$ cat src/sfc_regs.svh
// Timing counts and reset values for the SPI fault and reset control block.
`ifndef SFC_REGS_SVH
`define SFC_REGS_SVH

// ----------------------------------------------------------------------------
// Master half-bit periods in CLK cycles, one per baud select code.
// ----------------------------------------------------------------------------
`define SFC_HALF_DIV2   7'h01
`define SFC_HALF_DIV8   7'h04
`define SFC_HALF_DIV32  7'h10
`define SFC_HALF_DIV128 7'h40

// ----------------------------------------------------------------------------
// Byte framing and reset values.
// ----------------------------------------------------------------------------
`define SFC_LAST_BIT    4'h7
`define SFC_RST_MASTER  1'b1
`define SFC_RST_CPHA    1'b1
`define SFC_RST_TXEMPTY 1'b1
`define SFC_SYNC_RST    4'h8

`endif

$ cat src/sfc_pkg.sv
// Types shared by the SPI fault and reset control block.
`default_nettype none
package sfc_pkg;

  // --------------------------------------------------------------------------
  // Software visible control and status.
  // --------------------------------------------------------------------------
  typedef struct packed {
    logic rx_ie;
    logic master_sel;
    logic cpol;
    logic cpha;
    logic wired_or;
    logic spi_en;
    logic tx_ie;
  } sfc_ctrl_t;

  typedef struct packed {
    logic       err_ie;
    logic       fault_en;
    logic [1:0] baud;
  } sfc_sctl_t;

  typedef struct packed {
    logic tx_empty;
    logic rx_full;
    logic ovr;
    logic mode_fault_flag;
  } sfc_flags_t;

  typedef struct packed {
    logic sck_o;
    logic sck_oe;
    logic mosi_o;
    logic mosi_oe;
    logic miso_o;
    logic miso_oe;
  } sfc_pins_t;

  typedef enum logic [1:0] {
    SFC_IDLE = 2'b01,
    SFC_BUSY = 2'b10
  } sfc_phase_t;

  // --------------------------------------------------------------------------
  // Module state records.
  // --------------------------------------------------------------------------
  typedef struct packed {
    logic [3:0] s1;
    logic [3:0] s2;
  } sfc_sync_t;

  typedef struct packed {
    logic [1:0][7:0] mem;
    logic            rd;
    logic            wr;
    logic [1:0]      cnt;
  } sfc_buf_t;

  typedef struct packed {
    sfc_ctrl_t  ctrl;
    sfc_sctl_t  sctl;
    sfc_flags_t flags;
    sfc_phase_t phase;
    logic [7:0] sh;
    logic       samp;
    logic [3:0] cnt;
    logic       first;
    logic [7:0] tx_hold;
    logic [7:0] rx_data;
    logic       rx_arm;
    logic       ovr_arm;
    logic       mode_fault_flag_arm;
    logic       ss_d;
    logic       sck_d;
    logic [6:0] hcnt;
    logic       sck_lvl;
    sfc_pins_t  pins;
    logic       tx_irq;
    logic       rx_irq;
    logic       wake;
  } sfc_core_t;

endpackage : sfc_pkg
`default_nettype wire

$ cat src/sfc_sync.sv
// Two-stage synchroniser for the four serial link inputs.
`timescale 1ns/1ps
`default_nettype none
`include "sfc_regs.svh"

module sfc_sync (
  input  wire logic       CLK,
  input  wire logic       SRST,
  input  wire logic [3:0] din,
  output var  logic [3:0] dout
);

  sfc_pkg::sfc_sync_t q;
  sfc_pkg::sfc_sync_t n;

  always_comb begin
    n    = q;
    n.s1 = din;
    n.s2 = q.s1;
  end

  always_ff @(posedge CLK) begin
    if (SRST) begin
      q.s1 <= `SFC_SYNC_RST;
      q.s2 <= `SFC_SYNC_RST;
    end else begin
      q <= n;
    end
  end

  assign dout = q.s2;

endmodule : sfc_sync
`default_nettype wire

$ cat src/sfc_buf2.sv
// Two-entry byte buffer with valid and ready on both sides.
`timescale 1ns/1ps
`default_nettype none

module sfc_buf2 (
  input  wire logic       CLK,
  input  wire logic       SRST,
  input  wire logic       in_valid,
  output var  logic       in_ready,
  input  wire logic [7:0] in_data,
  output var  logic       out_valid,
  input  wire logic       out_ready,
  output var  logic [7:0] out_data
);

  sfc_pkg::sfc_buf_t q;
  sfc_pkg::sfc_buf_t n;
  logic              push;
  logic              pop;

  always_comb begin
    n    = q;
    push = in_valid && (q.cnt != 2'h2);
    pop  = out_ready && (q.cnt != 2'h0);
    if (push) begin
      n.mem[q.wr] = in_data;
      n.wr        = ~q.wr;
    end
    if (pop) begin
      n.rd = ~q.rd;
    end
    if (push && !pop) begin
      n.cnt = q.cnt + 2'h1;
    end else if (pop && !push) begin
      n.cnt = q.cnt - 2'h1;
    end
  end

  always_ff @(posedge CLK) begin
    if (SRST) begin
      q <= '0;
    end else begin
      q <= n;
    end
  end

  assign in_ready  = (q.cnt != 2'h2);
  assign out_valid = (q.cnt != 2'h0);
  assign out_data  = q.mem[q.rd];

endmodule : sfc_buf2
`default_nettype wire

$ cat src/sfc_core.sv
// SPI mode fault, transfer framing, flag clearing, partial reset and pin control.
// Behaviour
// - Slave with select rising mid-transfer sets the mode fault flag when detection is enabled.
// - Phase 0 slave: select fall starts; clock back idle after bit eight ends.
// - Phase 1 slave: clock leaving idle with select low starts the transfer.
// - Mode fault leaves master select alone; master select idle while disabled.
// - Phase 0 select then deselect faults; phase 1 without clocks does not.
// - Slave fault raises error request if enabled, never disables the module.
// - Slave ignores all clock edges while its select input is high.
// - Fault flag clears by status read then control write, with no fault.
// - Transmit empty requests interrupt only with its enable and module enabled.
// - Receive full requests interrupt with its enable, whatever the module enable.
// - Error enable lets mode fault and overflow share one request.
// - Receive full clears by status then data read; empty by data write.
// - Receive full set per received byte; empty set per shift load.
// - Disabled: empty set, transfer aborted, shifter and counter cleared, pins free.
// - Control bits and sticky flags survive disable; reset clears them but sets master select and phase.
// - Master mode fault with detection enabled disables the module.
// - Module keeps running in wait; any enabled request gives a wake request.
// - Stop freezes the module with state kept; reset aborts and resets.
// - In break, flags clear only when break clear is enabled.
// - In break without clear enable, data writes do nothing.
// - Wired-or mode drives the data output as open drain.
// - Slave output driven only as selected slave; module owns pins when enabled.
// - Master fault: error request if enabled, disable, empty set, counter cleared, pins freed.
`timescale 1ns/1ps
`default_nettype none
`include "sfc_regs.svh"

module sfc_core (
  input  wire logic                CLK,
  input  wire logic                SRST,
  input  wire logic                CTRL_WR,
  input  wire sfc_pkg::sfc_ctrl_t  CTRL_WDATA,
  input  wire logic                SCTL_WR,
  input  wire sfc_pkg::sfc_sctl_t  SCTL_WDATA,
  input  wire logic                STAT_RD,
  input  wire logic                DATA_RD,
  input  wire logic                DATA_WR,
  input  wire logic [7:0]          DATA_WDATA,
  input  wire logic                BREAK_ACT,
  input  wire logic                BREAK_CLEAR_ENABLE,
  input  wire logic                STOP_MODE,
  input  wire logic                SS_N_PIN,
  input  wire logic                SCK_I,
  input  wire logic                MOSI_I,
  input  wire logic                MISO_I,
  output var  sfc_pkg::sfc_ctrl_t  CTRL_Q,
  output var  sfc_pkg::sfc_sctl_t  SCTL_Q,
  output var  sfc_pkg::sfc_flags_t FLAGS_Q,
  output var  logic [7:0]          RX_DATA,
  output var  sfc_pkg::sfc_pins_t  PINS,
  output var  logic                SPI_OWNS_PINS,
  output var  logic                TX_IRQ,
  output var  logic                RX_IRQ,
  output var  logic                WAKE_REQ
);

  // --------------------------------------------------------------------------
  // State, synchronised pins and receive buffer.
  // --------------------------------------------------------------------------
  sfc_pkg::sfc_core_t q;
  sfc_pkg::sfc_core_t n;
  logic [3:0]         sy;
  logic               ss;
  logic               sck;
  logic               din;
  logic               clr_ok;
  logic               slave;
  logic               master;
  logic               lead;
  logic               trail;
  logic               done;
  logic [7:0]         byte_in;
  logic               sfault;
  logic               mfault;
  logic [6:0]         half;
  logic               buf_in_ready;
  logic               buf_out_valid;
  logic [7:0]         buf_out_data;
  logic               buf_in_valid;
  logic               buf_out_ready;

  sfc_sync u_sync (
    .CLK  (CLK),
    .SRST (SRST),
    .din  ({SS_N_PIN, SCK_I, MOSI_I, MISO_I}),
    .dout (sy)
  );

  sfc_buf2 u_buf (
    .CLK       (CLK),
    .SRST      (SRST),
    .in_valid  (buf_in_valid),
    .in_ready  (buf_in_ready),
    .in_data   (byte_in),
    .out_valid (buf_out_valid),
    .out_ready (buf_out_ready),
    .out_data  (buf_out_data)
  );

  function automatic logic [1:0] drive(input logic en, input logic val, input logic od);
    drive = od ? {1'b0, en && !val} : {val, en};
  endfunction : drive

  // --------------------------------------------------------------------------
  // Next state.
  // --------------------------------------------------------------------------
  always_comb begin
    n             = q;
    ss            = sy[3];
    sck           = sy[2];
    clr_ok        = !(BREAK_ACT && !BREAK_CLEAR_ENABLE);
    slave         = q.ctrl.spi_en && !q.ctrl.master_sel;
    master        = q.ctrl.spi_en && q.ctrl.master_sel;
    din           = master ? sy[0] : sy[1];
    lead          = 1'b0;
    trail         = 1'b0;
    done          = 1'b0;
    byte_in       = {q.sh[6:0], q.samp};
    sfault        = slave && (q.phase == sfc_pkg::SFC_BUSY) && !q.ss_d && ss;
    mfault        = master && q.sctl.fault_en && !ss;
    buf_out_ready = !q.flags.rx_full && !STOP_MODE;
    n.ss_d        = ss;
    n.sck_d       = sck;
    case (q.sctl.baud)
      2'h0: half = `SFC_HALF_DIV2;
      2'h1: half = `SFC_HALF_DIV8;
      2'h2: half = `SFC_HALF_DIV32;
      default: half = `SFC_HALF_DIV128;
    endcase
    if (CTRL_WR) begin
      n.ctrl = CTRL_WDATA;
    end
    if (SCTL_WR) begin
      n.sctl = SCTL_WDATA;
    end
    // Clock edges: from the pin for a selected slave, from the divider for a master.
    if (slave && !ss && (sck != q.sck_d)) begin
      lead  = (q.sck_d == q.ctrl.cpol);
      trail = (sck == q.ctrl.cpol);
    end
    if (master && (q.phase == sfc_pkg::SFC_BUSY)) begin
      n.hcnt = q.hcnt + 7'h01;
      if (q.hcnt == half - 7'h01) begin
        n.hcnt    = 7'h00;
        n.sck_lvl = !q.sck_lvl;
        lead      = !q.sck_lvl;
        trail     = q.sck_lvl;
      end
    end
    // Transfer start and shifting.
    case (q.phase)
      sfc_pkg::SFC_IDLE: begin
        if ((slave && !q.ctrl.cpha && q.ss_d && !ss) ||
            (slave && q.ctrl.cpha && lead) ||
            (master && !q.flags.tx_empty)) begin
          n.phase = sfc_pkg::SFC_BUSY;
          n.cnt   = 4'h0;
          n.first = !(slave && q.ctrl.cpha);
          if (!q.flags.tx_empty) begin
            n.sh             = q.tx_hold;
            n.flags.tx_empty = 1'b1;
          end
        end
      end
      sfc_pkg::SFC_BUSY: begin
        if (lead) begin
          if (!q.ctrl.cpha) begin
            n.samp = din;
          end else if (q.first) begin
            n.first = 1'b0;
          end else begin
            n.sh = {q.sh[6:0], q.samp};
          end
        end
        if (trail) begin
          n.cnt = q.cnt + 4'h1;
          if (q.ctrl.cpha) begin
            n.samp  = din;
            byte_in = {q.sh[6:0], din};
          end else begin
            n.sh = byte_in;
          end
          if (q.cnt == `SFC_LAST_BIT) begin
            done    = 1'b1;
            n.sh    = byte_in;
            n.phase = sfc_pkg::SFC_IDLE;
          end
        end
        if (sfault) begin
          n.phase = sfc_pkg::SFC_IDLE;
        end
      end
      default: n.phase = sfc_pkg::SFC_IDLE;
    endcase
    // Partial reset while disabled or on a master fault.
    if (!q.ctrl.spi_en || mfault) begin
      n.flags.tx_empty = 1'b1;
      n.phase          = sfc_pkg::SFC_IDLE;
      n.sh             = 8'h00;
      n.cnt            = 4'h0;
      n.hcnt           = 7'h00;
      n.sck_lvl        = 1'b0;
    end
    // Transmit data write, ignored while disabled or frozen by break.
    if (DATA_WR && clr_ok && q.ctrl.spi_en && !mfault) begin
      n.tx_hold        = DATA_WDATA;
      n.flags.tx_empty = 1'b0;
    end
    // Two-step clears; arming and clearing stop during a protected break.
    if (STAT_RD && clr_ok) begin
      n.rx_arm   = q.flags.rx_full;
      n.ovr_arm  = q.flags.ovr;
      n.mode_fault_flag_arm = q.flags.mode_fault_flag;
    end
    if (DATA_RD && clr_ok) begin
      n.rx_arm  = 1'b0;
      n.ovr_arm = 1'b0;
      if (q.rx_arm) begin
        n.flags.rx_full = 1'b0;
      end
      if (q.ovr_arm) begin
        n.flags.ovr = 1'b0;
      end
    end
    if (CTRL_WR && clr_ok && q.mode_fault_flag_arm) begin
      n.mode_fault_flag_arm   = 1'b0;
      n.flags.mode_fault_flag = 1'b0;
    end
    // Sticky sets win over clears.
    if ((sfault || mfault) && q.sctl.fault_en) begin
      n.flags.mode_fault_flag = 1'b1;
      n.mode_fault_flag_arm   = 1'b0;
    end
    if (mfault) begin
      n.ctrl.spi_en = 1'b0;
    end
    buf_in_valid = done && !q.flags.ovr && !STOP_MODE;
    if (done && !q.flags.ovr && !buf_in_ready) begin
      n.flags.ovr = 1'b1;
    end
    if (buf_out_valid && buf_out_ready) begin
      n.rx_data       = buf_out_data;
      n.flags.rx_full = 1'b1;
    end
    // Pin drive, open drain in wired-or mode.
    {n.pins.sck_o, n.pins.sck_oe}   = drive(master, q.ctrl.cpol ^ q.sck_lvl, q.ctrl.wired_or);
    {n.pins.mosi_o, n.pins.mosi_oe} = drive(master, q.sh[7], q.ctrl.wired_or);
    {n.pins.miso_o, n.pins.miso_oe} = drive(slave && !ss, q.sh[7], q.ctrl.wired_or);
    // Interrupt requests.
    n.tx_irq = q.flags.tx_empty && q.ctrl.tx_ie && q.ctrl.spi_en;
    n.rx_irq = (q.flags.rx_full && q.ctrl.rx_ie) ||
               (q.sctl.err_ie && (q.flags.mode_fault_flag || q.flags.ovr));
    n.wake   = n.tx_irq || n.rx_irq;
    if (STOP_MODE) begin
      n       = q;
      n.ss_d  = ss;
      n.sck_d = sck;
      n.pins.miso_oe = q.pins.miso_oe && !ss && !q.ctrl.master_sel;
    end
  end

  // --------------------------------------------------------------------------
  // State register; control bits and flags reset only here.
  // --------------------------------------------------------------------------
  always_ff @(posedge CLK) begin
    if (SRST) begin
      q                 <= '0;
      q.ctrl.master_sel <= `SFC_RST_MASTER;
      q.ctrl.cpha       <= `SFC_RST_CPHA;
      q.flags.tx_empty  <= `SFC_RST_TXEMPTY;
      q.phase           <= sfc_pkg::SFC_IDLE;
      q.ss_d            <= 1'b1;
    end else begin
      q <= n;
    end
  end

  assign CTRL_Q        = q.ctrl;
  assign SCTL_Q        = q.sctl;
  assign FLAGS_Q       = q.flags;
  assign RX_DATA       = q.rx_data;
  assign PINS          = q.pins;
  assign SPI_OWNS_PINS = q.ctrl.spi_en;
  assign TX_IRQ        = q.tx_irq;
  assign RX_IRQ        = q.rx_irq;
  assign WAKE_REQ      = q.wake;
endmodule : sfc_core
`default_nettype wire

$ cat config.mk
export PLATFORM = sky130hd
export DESIGN_NAME = sfc_core
export DESIGN_NICKNAME = d
export VERILOG_FILES = /design/src/sfc_pkg.sv /design/src/sfc_sync.sv /design/src/sfc_buf2.sv /design/src/sfc_core.sv
export VERILOG_INCLUDE_DIRS = /design/src
export SDC_FILE = /design/constraint.sdc
export NUM_CORES = 1
export LEC_CHECK = 0
export BUFFER_PORTS_ARGS = -buffer_cell sky130_fd_sc_hd__buf_2
export CORE_ASPECT_RATIO = 1.25
export CORE_UTILIZATION = 40
export CTS_BUF_LIST = sky130_fd_sc_hd__clkbuf_4
export DETAILED_ROUTE_END_ITERATION = 12
export PLACE_DENSITY = 0.71
export SLEW_MARGIN = 10
export SYNTH_ARGS = -nofsm -noshare
export SYNTH_HDL_FRONTEND = slang
export SYNTH_SLANG_ARGS = --single-unit
export TNS_END_PERCENT = 30
$ cat constraint.sdc
create_clock -name CLK -period 2.6 [get_ports CLK]
set_clock_uncertainty 0.15 [all_clocks]
set_input_delay 0.26 -clock CLK [delete_from_list [all_inputs] [get_ports CLK]]
set_output_delay 0.26 -clock CLK [all_outputs]
set_load 0.01 [all_outputs]
==> flow_summary.json <==
{
  "status": "finished, final reports clean",
  "dp_hpwl_mm": 7.78,
  "ys_ff_latch": 96,
  "die_h_um": 123,
  "yosysTopAreaCellShare_pct": 41.3,
  "drt_wl_total_mm": 10.7,
  "switchingPower_w": 0.000691,
  "cts_buffers": 9,
  "cp.arrival_ns": 2.69,
  "grt_overflow_total": 0,
  "antenna_found_initial": 1,
  "worst_pin_slew_ns": 0.694,
  "ir_drop_uv": 267,
  "synth_seq_area_share_pct": 41.3,
  "yosys_warnings": 0,
  "die_w_um": 98.5,
  "fillers": 1064,
  "p_comb_share_pct": 11.3,
  "share_seq_of_total_power_pct": 56.8,
  "post_drt_wl_per_cell_um": 14.8,
  "area_delta_synth_final_pct": 15.2,
  "ant_nets": 0,
  "coreArea_um2": 11200,
  "rsz0062_at_grt": "false",
  "final_common_cell": "dfxtp_1",
  "hp-class": "primary input to register",
  "avgSynthCellArea_um2": 9.09,
  "final_cell_mix": "94 x dfxtp_1, 74 x nor2_1, 65 x buf_2, 42 x mux2i_1, 25 x dlygate4sd3_1",
  "final_nets": 617,
  "finalCritPeriodShare_pct": 93.5,
  "drive_above_1_share_pct": 21.5,
  "h-tree-depth": 3,
  "finalMaxSlewViolations": 0,
  "synth.distinct_cells": 69,
  "synth_area_leader_cell": "dfxtp_1",
  "clk_latency_ns": 0.46,
  "start_util_pct": 41.6,
  "cts_max_path_buffers": 2,
  "hold_viol_final": 0,
  "period_needed_ns": 2.43,
  "endpoint_kind": "register",
  "synthArstFlopShare_pct": 0,
  "required_ns": 2.86,
  "fin_setup_tns_ns": 0,
  "drcViolationCount": 0,
  "tritoncts": "built",
  "clk_pin_slew_ns": 0.14,
  "crit_type": "register to register",
  "grt_pass1_wl_mm": 17.9,
  "p_int_w": 0.00204,
  "dr.pass1.iters": 6,
  "max_freq_mhz": 411,
  "syn-instance-count": 512,
  "maxSlewHeadroom_pct": 53.7,
  "netlist_top_cells_area": "dfxtp_1 41%, mux2i_1 9.0%, nor2_1 6.0%, buf_4 4.8%, a211oi_1 2.9%",
  "power_density_nw_per_um2": 509,
  "cap_violations": 0,
  "portBuffers": 65,
  "syn_nets": 548,
  "path_max_fanout": 8,
  "die-area_um2": 12100,
  "synth_flop_cell": "dfxtp_1",
  "drtIter0Drc": 197,
  "p_leak_nw": 2.17,
  "first_global_vias": 3753,
  "switching_share_pct": 25.3,
  "p_clk_share_pct": 31.9,
  "p_total_w": 0.00273,
  "ioPinCount": 66,
  "rows": 43,
  "cts_root_buf": "clkbuf_4",
  "critPathLaunchType": "register",
  "gp_congestion": 0.906,
  "netlist_area_um2": 4660,
  "grt_max_degree": 74,
  "track_usage_pct": 18.7,
  "avgViaCountPerCell": 5.43,
  "setup_viol": 0,
  "synth-edff-count": 0,
  "cts_sinks": 96,
  "vias": 3924
}
## path summary, 6_finish.rpt
check              startpoint              to  slack (ns)  cells after the start
setup / recovery    SCTL_Q[1]      u_buf.q[1]        0.17                      8
setup reg to reg    SCTL_Q[1]      u_buf.q[1]        0.17                      8
hold reg to reg   u_sync.n[3]  u_sync.dout[3]        0.28                      1
hold / removal           SRST           q[35]        0.01                      2
## power by group through the flow
stage,Combinational (W),Sequential [W],Clock (W)
after floorplan,0.000228,0.00157,0
after global placement,0.000272,0.00158,0
after detailed placement,0.000279,0.00158,0
after CTS,0.000309,0.00155,0.000891
after global routing,0.000343,0.00156,0.000952
final,0.000309,0.00155,0.000871
## kinds of logic after synthesis
logic type      count (synthesis)  share of synthesized area [%]
simple gates                  176                           19.1
compound gates                111                           17.9
fa+ha+maj                       3                          0.806
buf+inv                        73                           9.76
mux                            43                           9.27
flops                          96                           41.3
xor+xnor                       10                           1.88
## critical path: stages, from the launching register on
cell and delay [ns]:
dfxtp_1 0.39, or3_1 0.40, a21oi_2 0.19, o211a_1 0.21, nor2_2 0.08, nor3_2 0.20
ha_1 0.28, or3_1 0.35, a21oi_1 0.14
## cell usage after synthesis (8+ instances only)
library cell,count
or3_1,8
nand3_1,12
o21ai_0,9
clkbuf_1,14
nor2_1,74
inv_1,19
dfxtp_1,96
a21oi_1,22
buf_4,30
nand2_1,15
a211oi_1,18
nor2b_1,13
mux2i_1,42
## per-stage QoR
step / hold WS, ns / area, um2 / setup WS [ns] / utilization, % / cells
finish: 0.0143 / 5360 / 0.168 / 47.9 / 722
global route: 0.0227 / 5360 / 0.0282 / 47.9 / 722
CTS: 0.00600 / 5350 / 0.147 / 47.8 / 720
detailed placement: 0.252 / 4940 / 0.158 / 44.2 / 679
global placement: 0.246 / 4940 / 0.225 / 44.2 / 679
floorplan: 0.214 / 4660 / 0.148 / - / 512
## per-layer routing
| metal | up-vias | wire (um) | GRT usage (%) |
|---|---|---|---|
| li1 | 1950 | - | - |
| met1 | 1852 | 4670 | 22.3 |
| met2 | 101 | 5320 | 32.9 |
| met3 | 21 | 445 | 2.85 |
| met4 | 0 | 279 | 9.42 |
| met5 | - | 0 | 0 |
## state kept, by name, indices dropped and copies added (netlist names)
register and count:
CTRL_Q 6, FLAGS_Q 4, PINS 5, RX_DATA 8, RX_IRQ 1, SCTL_Q 4, SPI_OWNS_PINS 1, TX_IRQ 1
WAKE_REQ 1, q 37, u_buf.q 20, u_sync.dout 4, u_sync.n 4
## final cells by class
class / count / area (um2) / share of cell area, %
Multi-Input combinational cell: 343 / 2290 / 42.7
Sequential cell: 96 / 1920 / 35.9
Timing Repair Buffer: 112 / 753 / 14.0
Tap cell: 135 / 169 / 3.15
Clock inverter: 7 / 86.3 / 1.61
Inverter: 19 / 71.3 / 1.33
Clock buffer: 9 / 67.6 / 1.26
Antenna cell: 1 / 2.50 / 0.0467
## timing repair
| action | CTS | global route |
|---|---|---|
| endpoints found under the setup margin | 0 | 9 |
| hold endpoints to repair | 24 | 0 |
| buffers inserted | 0 | 1 |
| resized for setup | 0 | 3 |
| hold buffers | 25 | 0 |
Power figures use the tool's default switching activity.
